==> src/tuning_pkg.sv <==
// tuning_pkg: offsets, field layout, reset values and carrier types for the
// phy transmit/receive tuning register bank.
// assumes a dword-wide configuration access port with byte enables.
package tuning_pkg;

   ////////////////////////////////////////////////////////////////////////////
   // configuration offsets (byte addresses of aligned dwords)
   localparam logic [7:0]  tx_tuning_offset   = 8'he4;
   localparam logic [7:0]  rx_eq_offset       = 8'he8;
   localparam logic [7:0]  override_offset    = 8'hec;

   // reset values
   localparam logic [31:0] tx_tuning_reset    = 32'h0000_0000;
   localparam logic [31:0] rx_eq_reset        = 32'h0000_0000;
   localparam logic [31:0] override_reset     = 32'h0000_0000;

   // writable bits of the override enable register
   localparam logic [31:0] override_mask      = 32'h0000_7777;

   ////////////////////////////////////////////////////////////////////////////
   // field layout: each port owns one byte of each tuning word
   localparam int          num_ports          = 4;
   localparam int          field_w            = 4;
   localparam int          port_stride        = 8;
   localparam int          high_nibble_lo     = 4;
   localparam int          low_nibble_lo      = 0;

   // override enable layout: one nibble per port
   localparam int          ovr_stride         = 4;
   localparam int          ovr_deemph_bit     = 0;
   localparam int          ovr_swing_bit      = 1;
   localparam int          ovr_eq_bit         = 2;

   // ports present on the two-port variant
   localparam int          two_port_count     = 2;

   // built-in phy defaults used while an override is clear
   localparam logic [3:0]  default_swing      = 4'h0;
   localparam logic [3:0]  default_deemph     = 4'h0;
   localparam logic [3:0]  default_eq_init    = 4'h0;
   localparam logic [3:0]  default_eq_func    = 4'h0;

   // reset pins are active low, so their idle level is all ones
   localparam int          reset_pin_count    = 3;
   localparam logic [2:0]  reset_pin_idle     = 3'h7;

   ////////////////////////////////////////////////////////////////////////////
   // carriers
   typedef struct packed {
      logic        wr;
      logic        rd;
      logic [7:0]  addr;
      logic [3:0]  be;
      logic [31:0] wdata;
   } cfg_req_s;

   typedef struct packed {
      logic [3:0] swing;
      logic [3:0] deemph;
      logic [3:0] eq_init;
      logic [3:0] eq_func;
   } tuning_s;

   typedef struct packed {
      logic [3:0] swing;
      logic [3:0] deemph;
      logic [3:0] eq_init;
      logic [3:0] eq_func;
      logic       swing_ov;
      logic       deemph_ov;
      logic       eq_ov;
   } phy_port_s;

endpackage

==> src/pin_sync.sv <==
// pin_sync: three-stage synchroniser for asynchronous pins with a filter
// that accepts a change only once the second and third stages agree.
// assumes srst is synchronous to clk.
`timescale 1ns/1ps
module pin_sync #(
   parameter int         W    = 1,
   parameter logic [W-1:0] INIT = '0
) (
   input  wire logic         clk,
   input  wire logic         srst,
   input  wire logic [W-1:0] pin,
   output logic      [W-1:0] level
);

   logic [W-1:0] s1;
   logic [W-1:0] s2;
   logic [W-1:0] s3;
   logic [W-1:0] next_level;

   ////////////////////////////////////////////////////////////////////////////
   // per bit: take the value when stages two and three agree, else hold
   always_comb begin
      next_level = (~(s2 ^ s3) & s2) | ((s2 ^ s3) & level);
   end

   // stage registers; s1 feeds only s2
   always_ff @(posedge clk) begin
      if (srst) begin
         s1    <= INIT;
         s2    <= INIT;
         s3    <= INIT;
         level <= INIT;
      end else begin
         s1    <= pin;
         s2    <= s1;
         s3    <= s2;
         level <= next_level;
      end
   end

endmodule

==> src/port_override.sv <==
// port_override: registered per-port selection between the software tuning
// fields and the phy's built-in defaults.
// assumes rst is synchronous to clk and combines every reset source.
`timescale 1ns/1ps
module port_override
   import tuning_pkg::*;
#(
   parameter bit PRESENT = 1'b1
) (
   input  wire logic      clk,
   input  wire logic      rst,
   input  wire tuning_s   field,
   input  wire logic      swing_ov,
   input  wire logic      deemph_ov,
   input  wire logic      eq_ov,
   output phy_port_s      q
);

   phy_port_s next_q;
   logic      use_swing;
   logic      use_deemph;
   logic      use_eq;

   ////////////////////////////////////////////////////////////////////////////
   // an absent port never leaves its defaults
   always_comb begin
      use_swing         = PRESENT && swing_ov;
      use_deemph        = PRESENT && deemph_ov;
      use_eq            = PRESENT && eq_ov;
      next_q.swing      = use_swing  ? field.swing   : default_swing;
      next_q.deemph     = use_deemph ? field.deemph  : default_deemph;
      next_q.eq_init    = use_eq     ? field.eq_init : default_eq_init;
      next_q.eq_func    = use_eq     ? field.eq_func : default_eq_func;
      next_q.swing_ov   = use_swing;
      next_q.deemph_ov  = use_deemph;
      next_q.eq_ov      = use_eq;
   end

   // output register
   always_ff @(posedge clk) begin
      if (rst) begin
         q <= '{swing: default_swing, deemph: default_deemph,
                eq_init: default_eq_init, eq_func: default_eq_func,
                swing_ov: 1'b0, deemph_ov: 1'b0, eq_ov: 1'b0};
      end else begin
         q <= next_q;
      end
   end

endmodule

==> src/phy_tx_rx_tuning_override_regs.sv <==
// phy_tx_rx_tuning_override_regs: configuration registers holding transmit
// swing / de-emphasis and receiver equalizer codes for four phy ports, plus
// the per-port override enables, with registered outputs to the phy.
// assumes configuration requests are one-cycle strobes on clk and that the
// three reset pins are asynchronous, active low.
//
// Notes on behaviour
// - transmit tuning register, 32-bit read/write at E4h, resets to zero.
// - receiver equalizer register, 32-bit read/write at E8h, resets to zero.
// - pcie, global or power-on reset clears both tuning registers.
// - bits 31:28 of transmit word drive port 4 swing when overridden.
// - bits 27:24 of transmit word drive port 4 de-emphasis when overridden.
// - bits 23:20 of transmit word drive port 3 swing when overridden.
// - bits 19:16 of transmit word drive port 3 de-emphasis when overridden.
// - bits 15:12 of transmit word drive port 2 swing when overridden.
// - bits 11:8 of transmit word drive port 2 de-emphasis when overridden.
// - bits 7:4 of transmit word drive port 1 swing when overridden.
// - bits 3:0 of transmit word drive port 1 de-emphasis when overridden.
// - equalizer bits 31:28 give port 4 init-mode value when overridden.
// - equalizer bits 27:24 give port 4 functional value when overridden.
// - equalizer bits 23:20 give port 3 init-mode value when overridden.
// - equalizer bits 19:16 give port 3 functional value when overridden.
// - equalizer bits 15:12 give port 2 init-mode value when overridden.
// - equalizer bits 11:8 give port 2 functional value when overridden.
// - equalizer bits 7:4 give port 1 init-mode value when overridden.
// - equalizer bits 3:0 give port 1 functional value when overridden.
// - on the two-port variant, port 3 and 4 fields have no effect.
// - override enables live in a read/write register at ECh, reset zero.
`timescale 1ns/1ps
module phy_tx_rx_tuning_override_regs
   import tuning_pkg::*;
#(
   parameter bit TWO_PORT = 1'b0
) (
   input  wire logic      clk,
   input  wire logic      srst,
   input  wire logic      pcie_reset_n,
   input  wire logic      global_reset_n,
   input  wire logic      por_n,
   input  wire cfg_req_s  cfg_req,
   output logic [31:0]    cfg_rdata,
   output logic           cfg_rvalid,
   output phy_port_s      phy_port [num_ports]
);

   logic [31:0] tx_tuning;
   logic [31:0] rx_eq;
   logic [31:0] override;
   logic [31:0] next_tx_tuning;
   logic [31:0] next_rx_eq;
   logic [31:0] next_override;
   logic [31:0] next_rdata;
   logic        next_rvalid;
   logic [2:0]  pin_level;
   logic        rst_all;
   logic [31:0] be_mask;
   logic [3:0]  swing_field  [num_ports];
   logic [3:0]  deemph_field [num_ports];
   logic [3:0]  init_field   [num_ports];
   logic [3:0]  func_field   [num_ports];

   ////////////////////////////////////////////////////////////////////////////
   // reset pins: synchronised and filtered before they reach any register
   pin_sync #(
      .W    (reset_pin_count),
      .INIT (reset_pin_idle)
   ) u_reset_pins (
      .clk   (clk),
      .srst  (srst),
      .pin   ({pcie_reset_n, global_reset_n, por_n}),
      .level (pin_level)
   );

   // any reset source clears the whole bank
   assign rst_all = srst || (pin_level != reset_pin_idle);

   ////////////////////////////////////////////////////////////////////////////
   // byte-enable mask of the current write
   always_comb begin
      for (int b = 0; b < 4; b++) begin
         be_mask[b*8 +: 8] = {8{cfg_req.be[b]}};
      end
   end

   // register writes, merged by byte lane
   always_comb begin
      next_tx_tuning = tx_tuning;
      next_rx_eq     = rx_eq;
      next_override  = override;
      if (cfg_req.wr) begin
         case (cfg_req.addr)
            tx_tuning_offset: begin
               next_tx_tuning = (tx_tuning & ~be_mask) | (cfg_req.wdata & be_mask);
            end
            rx_eq_offset: begin
               next_rx_eq = (rx_eq & ~be_mask) | (cfg_req.wdata & be_mask);
            end
            override_offset: begin
               next_override = ((override & ~be_mask) | (cfg_req.wdata & be_mask))
                               & override_mask;
            end
            default: begin
               next_override = override;
            end
         endcase
      end
   end

   // register storage, cleared by every reset source
   always_ff @(posedge clk) begin
      if (rst_all) begin
         tx_tuning <= tx_tuning_reset;
         rx_eq     <= rx_eq_reset;
         override  <= override_reset;
      end else begin
         tx_tuning <= next_tx_tuning;
         rx_eq     <= next_rx_eq;
         override  <= next_override;
      end
   end

   ////////////////////////////////////////////////////////////////////////////
   // read data: one cycle after the strobe, unmapped offsets read zero
   always_comb begin
      next_rvalid = cfg_req.rd;
      next_rdata  = 32'h0000_0000;
      if (cfg_req.rd) begin
         case (cfg_req.addr)
            tx_tuning_offset: next_rdata = tx_tuning;
            rx_eq_offset:     next_rdata = rx_eq;
            override_offset:  next_rdata = override;
            default:          next_rdata = 32'h0000_0000;
         endcase
      end
   end

   // read answer registers
   always_ff @(posedge clk) begin
      if (rst_all) begin
         cfg_rdata  <= 32'h0000_0000;
         cfg_rvalid <= 1'b0;
      end else begin
         cfg_rdata  <= next_rdata;
         cfg_rvalid <= next_rvalid;
      end
   end

   ////////////////////////////////////////////////////////////////////////////
   // per-port field slicing and registered override selection
   for (genvar p = 0; p < num_ports; p++) begin : g_port
      // port p+1 owns byte p of each word: swing / init high, de-emph / func low
      assign swing_field[p]  = tx_tuning[p*port_stride + high_nibble_lo +: field_w];
      assign deemph_field[p] = tx_tuning[p*port_stride + low_nibble_lo  +: field_w];
      assign init_field[p]   = rx_eq[p*port_stride + high_nibble_lo +: field_w];
      assign func_field[p]   = rx_eq[p*port_stride + low_nibble_lo  +: field_w];

      port_override #(
         .PRESENT (!(TWO_PORT && (p >= two_port_count)))
      ) u_port (
         .clk       (clk),
         .rst       (rst_all),
         .field     ('{swing: swing_field[p], deemph: deemph_field[p],
                       eq_init: init_field[p], eq_func: func_field[p]}),
         .swing_ov  (override[p*ovr_stride + ovr_swing_bit]),
         .deemph_ov (override[p*ovr_stride + ovr_deemph_bit]),
         .eq_ov     (override[p*ovr_stride + ovr_eq_bit]),
         .q         (phy_port[p])
      );
   end
endmodule

==> config.mk <==
export PLATFORM = sky130hd
export DESIGN_NAME = phy_tx_rx_tuning_override_regs
export DESIGN_NICKNAME = d
export VERILOG_FILES = /design/src/tuning_pkg.sv /design/src/pin_sync.sv /design/src/port_override.sv /design/src/phy_tx_rx_tuning_override_regs.sv
export SDC_FILE = /design/constraint.sdc
export NUM_CORES = 1
export LEC_CHECK = 0
export ABC_CLOCK_PERIOD_IN_PS = 3400
export BUFFER_PORTS_ARGS = -buffer_cell sky130_fd_sc_hd__buf_2
export CELL_PAD_IN_SITES_DETAIL_PLACEMENT = 0
export CELL_PAD_IN_SITES_GLOBAL_PLACEMENT = 1
export CORE_UTILIZATION = 44
export DETAILED_ROUTE_END_ITERATION = 12
export MAX_ROUTING_LAYER = met4
export PLACE_DENSITY = 0.83
export SLEW_MARGIN = 20
export SYNTH_ARGS = -nofsm -noshare
export SYNTH_HDL_FRONTEND = slang
export SYNTH_SLANG_ARGS = --single-unit
==> constraint.sdc <==
create_clock -name clk -period 3.4 [get_ports clk]
set_input_delay 1.02 -clock clk [delete_from_list [all_inputs] [get_ports clk]]
set_output_delay 1.02 -clock clk [all_outputs]
set_load 0.01 [all_outputs]
After elaboration in Yosys (flattened, before gate mapping)
Index checks and enable logic that the tools add are counted.
Widths: inputs -> output; s select.
{ "totals": {"register_bits": 197, "latch_bits": 0, "ram_bits": 0, "romBits": 0, "inputBits": 51, "out_inout_bits": 109, "wordCells": 85, "mem_count": 0} }
{ "classes": {"add_sub_neg": 0, "mul": 0, "div_mod_pow": 0, "order_cmp": 0, "n_eq_ne": 4, "shifts": 0, "n_mux": 1, "bitwise_logic": 26, "reduce_logical": 17} }
{ "ops": {"columns": ["cell", "count"], "rows": [
  ["$and 32x32->32", 3],
  ["$pmux 32 s3", 1],
  ["$or 32x32->32", 2],
  ["$not 32->32", 1],
  ["$reduce_or 2->1", 13],
  ["$eq 8x8->1 const B", 3],
  ["$and 15x15->15", 1],
  ["$or 15x15->15", 1],
  ["$not 1->1", 13],
  ["$and 3x3->3", 2],
  ["$reduce_and 2->1", 3],
  ["$ne 3x3->1 const B", 1],
  ["$not 3->3", 1],
  ["$or 3x3->3", 1],
  ["$xor 3x3->3", 1],
  ["$logic_or 1x1->1", 1]
]} }

Depth between registers and ports, before layout
Gate-level depths: netlist of the first run.
{ "depth": {"word_depth": 4, "ltp_mapped": 6, "mapped_depth_nobuf": 3} }

Hierarchy
A second synthesis of the first run with hierarchy kept.
{ "unflattened": {"hier_cells": 642, "hier_area_um2": 6941.7} }
{ "by_module_without_submodules": {"columns": ["module", "instances", "cells_each", "area_per_inst_um2", "seq_area_each_um2"], "rows": [
  ["phy_tx_rx_tuning_override_regs", 1, 455, 4347.9, 2182.1],
  ["port_override", 4, 39, 559.3, 380.4],
  ["pin_sync", 1, 31, 356.6, 240.2]
]} }

Worst setup path after synthesis of the first run
No wires, ideal clock.
{ "synth_path": {"path_type": "in2reg", "start": "in cfg_req[39] (netlist bit)", "end": "reg with a tool-made name", "setup_time_ns": 0.072, "arrival_time_ns": 2.038, "required_time_ns": 3.328, "path_slack_ns": 1.290, "path_stages": 5, "path_buffers": 2, "cell_sequence": "buf_2 -> nor4b_4 -> and3_2 -> buf_6 -> mux2i_1"} }
{ "synth_rtl": {"columns": ["item", "line", "rtl"], "rows": [
  ["start, declared", "phy_tx_rx_tuning_override_regs.sv:40", "input wire cfg_req_s cfg_req,"]
]} }

==> flow_summary_export.csv, run 1 <==
group,metric,value,unit
clock_network,post_cts_buffers,0,
synth,yosysWarnings,0,
synth,syn_nets,663,
routing,vias_per_cell,5.01,
min_path,hold_depth,1,
global_route,overflow,0,
synth,synth.cell_area,0.00663,mm²
worst_setup_path,start_kind,"primary input",
sta,setup_violations,0,
routing,firstDrtPassIters,5,
floorplanning,die_area,0.0156,mm²
power_and_ir_drop,pwr-share-seq,52.9,%
worst_setup_path,crit_type,"in2reg",
min_path,hold_start,"u_reset_pins.s1[2]$_SDFF_PP1_",
worst_setup_path,critPathCaptureType,"register",
job,drv_cap,0,
finish,drive_gt1_share,29.8,%
power_and_ir_drop,power_density,537,mW/mm²
sta,max_freq,446,MHz
finish,num_antenna_cells,0,
worst_setup_path,max_stage_delay,670,ps
routing,drc,0,
floorplanning,die_x,125,µm
floorplanning,start_util,45.4,%
routing,dr_wl_met3,898,µm
worst_setup_path,arrival,2590,ps
routing,wirelength,15400,µm
finish,finalInstanceArea,0.00814,mm²
min_path,hold_class,"reg2reg",
power_and_ir_drop,clkPwrFrac,43.8,%
worst_setup_path,rr_worst_depth,4,
floorplanning,row_count,44,
finish,fin_nets,811,
synth,ys_seq_elements,197,
routing,drt-met1-wl,6880,µm
routing,postRouteAntennaNets,0,
routing,wl_per_cell,16.1,µm
floorplanning,die_h,125,µm
sta,fin_skew,11.3,ps
sta,finalCritPeriodShare,65.9,%
finish,final_common_cell,"dfxtp_1",
clock_network,cts_tree,"done",
synth,synth.distinct_cells,27,
global_route,track_usage,20.6,%
synth,syn-instance-count,612,
clock_network,clock_sinks,197,
floorplanning,core,0.0146,mm²
worst_setup_path,rrSetupSlack,1700,ps
worst_setup_path,worst-path-buf-inv,1,
synth,synth_top_cell_by_area,"dfxtp_1",
finish,final_util,55.8,%
worst_setup_path,cp_top_family,"simple AND/OR/NAND/NOR gates",
sta,min_period,2240,ps
place,place_congestion,0.791,
power_and_ir_drop,ir_worst_vdd,360,µV
place,dp_hpwl,10700,µm
power_and_ir_drop,p_switching,913,µW
routing,via_count,4792,
worst_setup_path,path_max_fanout,17,
sta,drv_slew,0,
global_route,grt_antenna_before_repair,0,
worst_setup_path,cp.required,3750,ps
global_route,grt_pass1_wl,24300,µm
sta,slew_headroom,43.6,%
global_route,grt_pass1_vias,4785,
sta,worst_pin_slew,840,ps
routing,met2_length,7360,µm
clock_network,h-tree-depth,4,
clock_network,insertion_delay,430,ps
finish,area_growth,22.8,%
routing,drt_iter0_markers,338,
sta,fin_setup_tns,0,ps
clock_network,cts_hold_buf,0,
outcome,status,"finished, final reports clean",
clock_network,clk_path_buf_depth,2,
finish,n_fill_cell,1240,
clock_network,cts_resized,0,
min_path,worstHoldEndpoint,"u_reset_pins.s2[2]$_SDFF_PP1_",
clock_network,ctsRootBufferMaster,"clkbuf_16",
power_and_ir_drop,combinationalPowerShare,3.2,%
synth,synth_area_leaders,"dfxtp_1 60%, mux2i_1 11%, and3_1 6.1%",
synth,synth_top_area_share,59.5,%
sta,hold_viol_final,0,
finish,layout_common_cells,"197 x dfxtp_1, 159 x buf_2, 108 x nand2_1, 76 x mux2i_1, 65 x and3_1",
place,dpl_cell_area,0.00757,mm²
clock_network,cts_buffers,17,
place,port_buffers,159,
routing,topRoutingLayerUsed,"met4",
sta,rsz0062_at_grt,"no",
power_and_ir_drop,switching_share,20.9,%
power_and_ir_drop,power.leakage,0.00410,µW
worst_setup_path,cp_cell_sequence,"buf_2, nand4_1, nor4_4, mux2i_1",
clock_network,path_clk_slew,70,ps
power_and_ir_drop,internal-power,3460,µW
global_route,grt_max_degree,174,
synth,postSynthAreaPerCell,10.8,µm²
floorplanning,num_io_pins,160,
synth,ys_seq_area_share,59.5,%
worst_setup_path,worst_path_max_delay_cell,"nor4_4",
power groups by stage:
stage | clock (µW) | sequential (µW) | combinational [µW]
2_1_floorplan | 0 | 2370 | 82.9
3_3_place_gp | 0 | 2370 | 138
3_5_place_dp | 0 | 2370 | 141
4_1_cts | 1950 | 2320 | 142
5_1_grt | 2040 | 2310 | 153
6_report | 1920 | 2320 | 142
kinds of logic after synthesis:
family	share of synthesized area (%)
and+or+nand+nor	19.3
buffers and inverters	3.45
DFF	59.5
muxes	13.5
AOI/OAI and AO/OA	4.19
worst max path at each step:
stage,from,to,depth (start not counted),slack [ps]
floorplan,cfg_req[39],register,5,1290
global placement,cfg_req[39],register,4,790
detailed placement,cfg_req[38],register,4,740
CTS,cfg_req[38],register,4,1180
global route,cfg_req[38],register,4,1090
finish,cfg_req[39],register,4,1160
cell type report:
cell class | count | area, µm² | area share [%]
clock inverters | 8 | 73.8 | 0.907
flip-flops and latches | 197 | 3940 | 48.5
clock buffers | 23 | 498 | 6.12
well taps | 184 | 230 | 2.83
multi-input cells | 367 | 2470 | 30.3
repair buffers | 165 | 878 | 10.8
inverters | 12 | 45.0 | 0.554
routing by layer:
layer / vias to the layer above / global-route usage (%)
met4: 0 / 7.80
met3: 21 / 6.01
li1: 2376 / -
met2: 150 / 32.9
met1: 2245 / 24.5
met5: - / -
synthesized netlist by cell type:
library cell	count
dfxtp_1	197
clkbuf_2	1
nor4_4	2
inv_1	12
or2_2	9
buf_6	2
nand4_4	4
buf_4	2
nor4b_4	1
and3_1	65
a21oi_1	3
a22oi_1	32
o21bai_1	3
nand3_2	2
nor2_4	1
nand4b_1	1
and4b_1	2
nand4_1	3
nor2b_1	2
nor2_1	35
and3_2	1
mux2i_1	76
clkbuf_1	11
and2_1	5
buf_2	20
mux2_2	12
nand2_1	108
worst register-to-register path, cell delays in order (launching register included):
cell and delay [ps]:
dfxtp_1 360, and4b_4 280, buf_12 440, nand2_1 350, mux2i_1 190
metrics by stage:
| stage | total power, µW | setup WS, ps | hold WS, ps | instances |
|---|---|---|---|---|
| floorplan | 2450 | 1290 | 389 | 612 |
| global placement | 2510 | 791 | 392 | 925 |
| detailed placement | 2510 | 735 | 399 | 925 |
| CTS | 4410 | 1180 | 415 | 956 |
| global route | 4510 | 1090 | 425 | 956 |
| finish | 4370 | 1160 | 413 | 956 |
Power figures use the tool's default switching activity.
==> run 2: changes to the inputs <==
ABC_CLOCK_PERIOD_IN_PS = 2300   (was 3400)
CORE_UTILIZATION = 41   (was 44)
PLACE_DENSITY = 0.78   (was 0.83)
clock period = 2.3 ns   (was 3.4 ns; I/O delays follow)
==> run 2 against run 1 <==
Compared with the run above: combinational power increased by 58%; clock-buffer cell count fell by 6; largest cell class unchanged; core utilization fell by 3.2 points; critical path type unchanged; non-clock buffer count grew 10; global-route usage decreased by 0.92 points; worst hold slack improved by 2.9 ps; cell area up 2.3%; flip-flop and latch count did not move; via count increased by 0.23%.
==> flow_summary_export.csv, run 2 (synthesis results as in run 1) <==
group,metric,value,unit
clock_network,cts_hold_buf,0,
clock_network,post_cts_buffers,0,
min_path,hold_class,"reg2reg",
finish,area_growth,25.6,%
worst_setup_path,crit_type,"in2reg",
global_route,grt_max_degree,67,
clock_network,ctsRootBufferMaster,"clkbuf_16",
finish,fin_nets,821,
worst_setup_path,cp.required,2650,ps
routing,wl_per_cell,15.5,µm
sta,worst_pin_slew,443,ps
clock_network,cts_resized,0,
power_and_ir_drop,ir_worst_vdd,517,µV
power_and_ir_drop,power,6810,µW
floorplanning,row_count,46,
power_and_ir_drop,clkPwrFrac,46.5,%
floorplanning,start_util,41.9,%
sta,slew_headroom,70.4,%
finish,final_common_cell,"dfxtp_1",
sta,max_freq,612,MHz
global_route,overflow,0,
clock_network,path_clk_slew,70,ps
finish,layout_common_cells,"197 x dfxtp_1, 159 x buf_2, 108 x nand2_1, 76 x mux2i_1, 65 x and3_1",
sta,finalCritPeriodShare,71.0,%
power_and_ir_drop,pwr-share-seq,50.2,%
sta,fin_skew,9.31,ps
power_and_ir_drop,combinationalPowerShare,3.3,%
sta,setup_violations,0,
global_route,grt_antenna_before_repair,1,
routing,vias_per_cell,4.80,
clock_network,clk_path_buf_depth,2,
power_and_ir_drop,switching_share,21.5,%
worst_setup_path,arrival,1990,ps
clock_network,cts_buffers,17,
routing,postRouteAntennaNets,0,
clock_network,clock_sinks,197,
finish,drive_gt1_share,30.9,%
worst_setup_path,critPathCaptureType,"register",
clock_network,insertion_delay,430,ps
place,place_congestion,0.846,
routing,via_count,4803,
power_and_ir_drop,power.leakage,0.00418,µW
floorplanning,die_area,0.0167,mm²
sta,hold_viol_final,0,
global_route,grt_pass1_vias,4648,
floorplanning,core,0.0158,mm²
worst_setup_path,path_max_fanout,46,
floorplanning,num_io_pins,160,
outcome,status,"finished, final reports clean",
job,drv_cap,0,
place,port_buffers,159,
sta,fin_setup_tns,0,ps
power_and_ir_drop,power_density,818,mW/mm²
sta,rsz0062_at_grt,"no",
floorplanning,die_x,129,µm
global_route,track_usage,19.7,%
routing,firstDrtPassIters,5,
routing,drc,0,
clock_network,cts_tree,"done",
sta,drv_slew,0,
power_and_ir_drop,internal-power,5350,µW
power_and_ir_drop,p_switching,1470,µW
floorplanning,die_h,129,µm
worst_setup_path,start_kind,"primary input",
routing,wirelength,15500,µm
sta,min_period,1630,ps
place,dp_hpwl,11000,µm
routing,drt_iter0_markers,341,
clock_network,h-tree-depth,4,
global_route,grt_pass1_wl,24100,µm
-- run 2: worst paths after layout --
path / to / cells after the start / slack, ps / startpoint
setup / recovery: register / 5 / 670 / srst
hold / removal: u_reset_pins.s2[1]$_SDFF_PP1_ / 1 / 420 / u_reset_pins.s1[1]$_SDFF_PP1_
setup reg to reg: register / 4 / 820 / register
hold reg to reg: u_reset_pins.s2[1]$_SDFF_PP1_ / 1 / 420 / u_reset_pins.s1[1]$_SDFF_PP1_
-- run 2: area by class of cell --
class	instances	area, µm²
fill	1407	7500
timing repair buffer	175	953
clock buffer	17	425
clock inverter	15	216
multi-input combinational	367	2470
inverter	12	45.0
tap	216	270
antenna	1	2.50
sequential	197	3940
-- run 2: layer usage --
layer  share of wire, %  global-route usage [%]  vias up
met5                  0                       -        -
met4                1.4                    6.85        0
met3                5.8                    5.45       20
met2                 47                    30.6      141
met1                 45                    24.5     2240
li1                   -                       -     2402
-- run 2: critical path, stage by stage --
cell,delay (ps)
buf_2,150
and4b_4,400
buf_4,380
nand2_1,180
mux2i_1,160
-- run 2: power groups by stage --
stage / combinational [µW] / clock (µW) / sequential (µW)
6_report: 224 / 3170 / 3420
5_1_grt: 241 / 3410 / 3420
3_3_place_gp: 217 / 0 / 3500
3_5_place_dp: 223 / 0 / 3500
2_1_floorplan: 122 / 0 / 3500
4_1_cts: 224 / 3240 / 3420
-- run 2: per-stage QoR --
step           cells  hold WS (ps)  area (µm²)  setup slack (ps)  util (%)
2_1_floorplan    612           389        6630               520         -
4_1_cts          999           418        8320               660      52.6
5_1_grt         1000           427        8330               604      52.6
6_report        1000           416        8330               667      52.6
3_5_place_dp     967           398        7680               255      48.5
3_3_place_gp     967           394        7680               314      48.5
==> run 3: changes to the inputs <==
ABC_CLOCK_PERIOD_IN_PS = 1680   (was 2300)
clock period = 1.68 ns   (was 2.3 ns; I/O delays follow)
==> run 3 against run 2 <==
Compared with the run above: worst hold slack lost 160 ps; critical path type is now reg2out; via count grew 1.5%; critical path depth shrank 4; non-clock buffer count grew 7; die area is the same; total power grew 32%; global-route usage grew 0.21 points; clock power grew 25%; final cell count grew 0.60%.
==> flow_summary_export.csv, run 3 (synthesis results as in run 1) <==
group,metric,value,unit
routing,postRouteAntennaNets,0,
routing,vias_per_cell,4.85,
sta,max_freq,698,MHz
clock_network,cts_resized,0,
floorplanning,die_h,129,µm
finish,finalInstanceArea,0.00839,mm²
clock_network,insertion_delay,430,ps
place,place_congestion,0.816,
clock_network,cts_buffers,17,
outcome,status,"finished, final reports clean",
power_and_ir_drop,power_density,1070,mW/mm²
finish,num_antenna_cells,0,
floorplanning,start_util,41.9,%
power_and_ir_drop,ir_worst_vdd,747,µV
sta,finalCritPeriodShare,85.2,%
floorplanning,row_count,46,
worst_setup_path,worst-path-buf-inv,1,
clock_network,clk_path_buf_depth,2,
clock_network,post_cts_buffers,0,
floorplanning,num_io_pins,160,
routing,drc,0,
finish,final_common_cell,"dfxtp_1",
finish,drive_gt1_share,31.3,%
sta,hold_viol_final,0,
worst_setup_path,arrival,930,ps
global_route,grt_pass1_wl,24300,µm
global_route,track_usage,19.9,%
clock_network,path_clk_slew,70,ps
floorplanning,die_x,129,µm
clock_network,h-tree-depth,4,
global_route,grt_antenna_before_repair,0,
routing,firstDrtPassIters,6,
worst_setup_path,path_depth,1,
place,dpl_cell_area,0.00781,mm²
routing,wl_per_cell,15.6,µm
sta,slew_headroom,74.3,%
worst_setup_path,worst_path_max_delay_cell,"dfxtp_1",
worst_setup_path,rr_worst_depth,4,
clock_network,cts_tree,"done",
global_route,grt_max_degree,65,
place,dp_hpwl,11200,µm
min_path,hold_class,"in2reg",
sta,worst_pin_slew,385,ps
worst_setup_path,cp_top_family,"flip-flops",
place,dpl.cell_count,974,
clock_network,clock_sinks,197,
worst_setup_path,critPathCaptureType,"output port",
finish,fin_nets,828,
clock_network,ctsRootBufferMaster,"clkbuf_16",
global_route,grt_pass1_vias,4758,
sta,drv_slew,0,
sta,rsz0062_at_grt,"no",
clock_network,cts_hold_buf,0,
routing,wirelength,15700,µm
floorplanning,core,0.0158,mm²
power_and_ir_drop,power.leakage,0.00420,µW
finish,area_growth,26.6,%
sta,setup_violations,0,
global_route,overflow,0,
place,port_buffers,159,
worst_setup_path,cp.required,1180,ps
worst_setup_path,path_max_fanout,1,
worst_setup_path,cp_cell_sequence,"buf_2",
routing,drt_iter0_markers,375,
floorplanning,die_area,0.0167,mm²
worst_setup_path,start_kind,"register",
sta,fin_skew,10.6,ps
sta,min_period,1430,ps
routing,via_count,4877,
finish,layout_common_cells,"197 x dfxtp_1, 159 x buf_2, 108 x nand2_1, 76 x mux2i_1, 65 x and3_1",
finish,fin_cells,1006,
worst_setup_path,max_stage_delay,360,ps
min_path,hold_depth,2,
worst_setup_path,crit_type,"reg2out",
job,drv_cap,0,
==> run 3: worst paths after layout <==
kind	startpoint	end	slack, ps
worst max register to register	register	register	310
worst min register to register	u_reset_pins.s1[0]$_SDFF_PP1_	u_reset_pins.s2[0]$_SDFF_PP1_	410
worst max-delay path	cfg_rdata[12]$_SDFF_PP0_	cfg_rdata[12]	250
worst min-delay path	global_reset_n	u_reset_pins.s1[1]$_SDFF_PP1_	260
==> run 3: power breakdown <==
part | total, µW | leakage, µW | internal [µW] | switching, µW
sequential | 4680 | 0.00159 | 4680 | 5.08
clock | 3960 | 0.000270 | 2210 | 1740
combinational | 321 | 0.00234 | 122 | 199
==> run 3: final cells by class <==
type	instances	area, µm²
multi-input combinational	367	2470
clock inverter	13	151
tap	216	270
sequential	197	3940
inverter	12	45.0
clock buffer	19	433
timing repair buffer	182	1080
fill	1426	7430
==> run 3: through the flow <==
step                setup WS (ps)  TNS, ps  hold WS (ps)  utilization, %  power (µW)
floorplan                    86.3        0           389               -        4960
global placement            -29.4     -413           393            49.3        5110
detailed placement           -137    -2020           394            49.3        5110
CTS                           234        0           238            53.0        9050
global route                  220        0           236            53.0        9310
finish                        248        0           257            53.0        8960
==> run 3: routing by layer <==
metal / wire (µm) / vias up / share of wire (%) / global-route usage [%]
met5: 0 / - / 0 / -
met2: 7410 / 162 / 47 / 30.5
met1: 6960 / 2280 / 44 / 24.3
met3: 1020 / 24 / 6.5 / 5.90
li1: - / 2411 / - / -
met4: 309 / 0 / 2.0 / 8.44
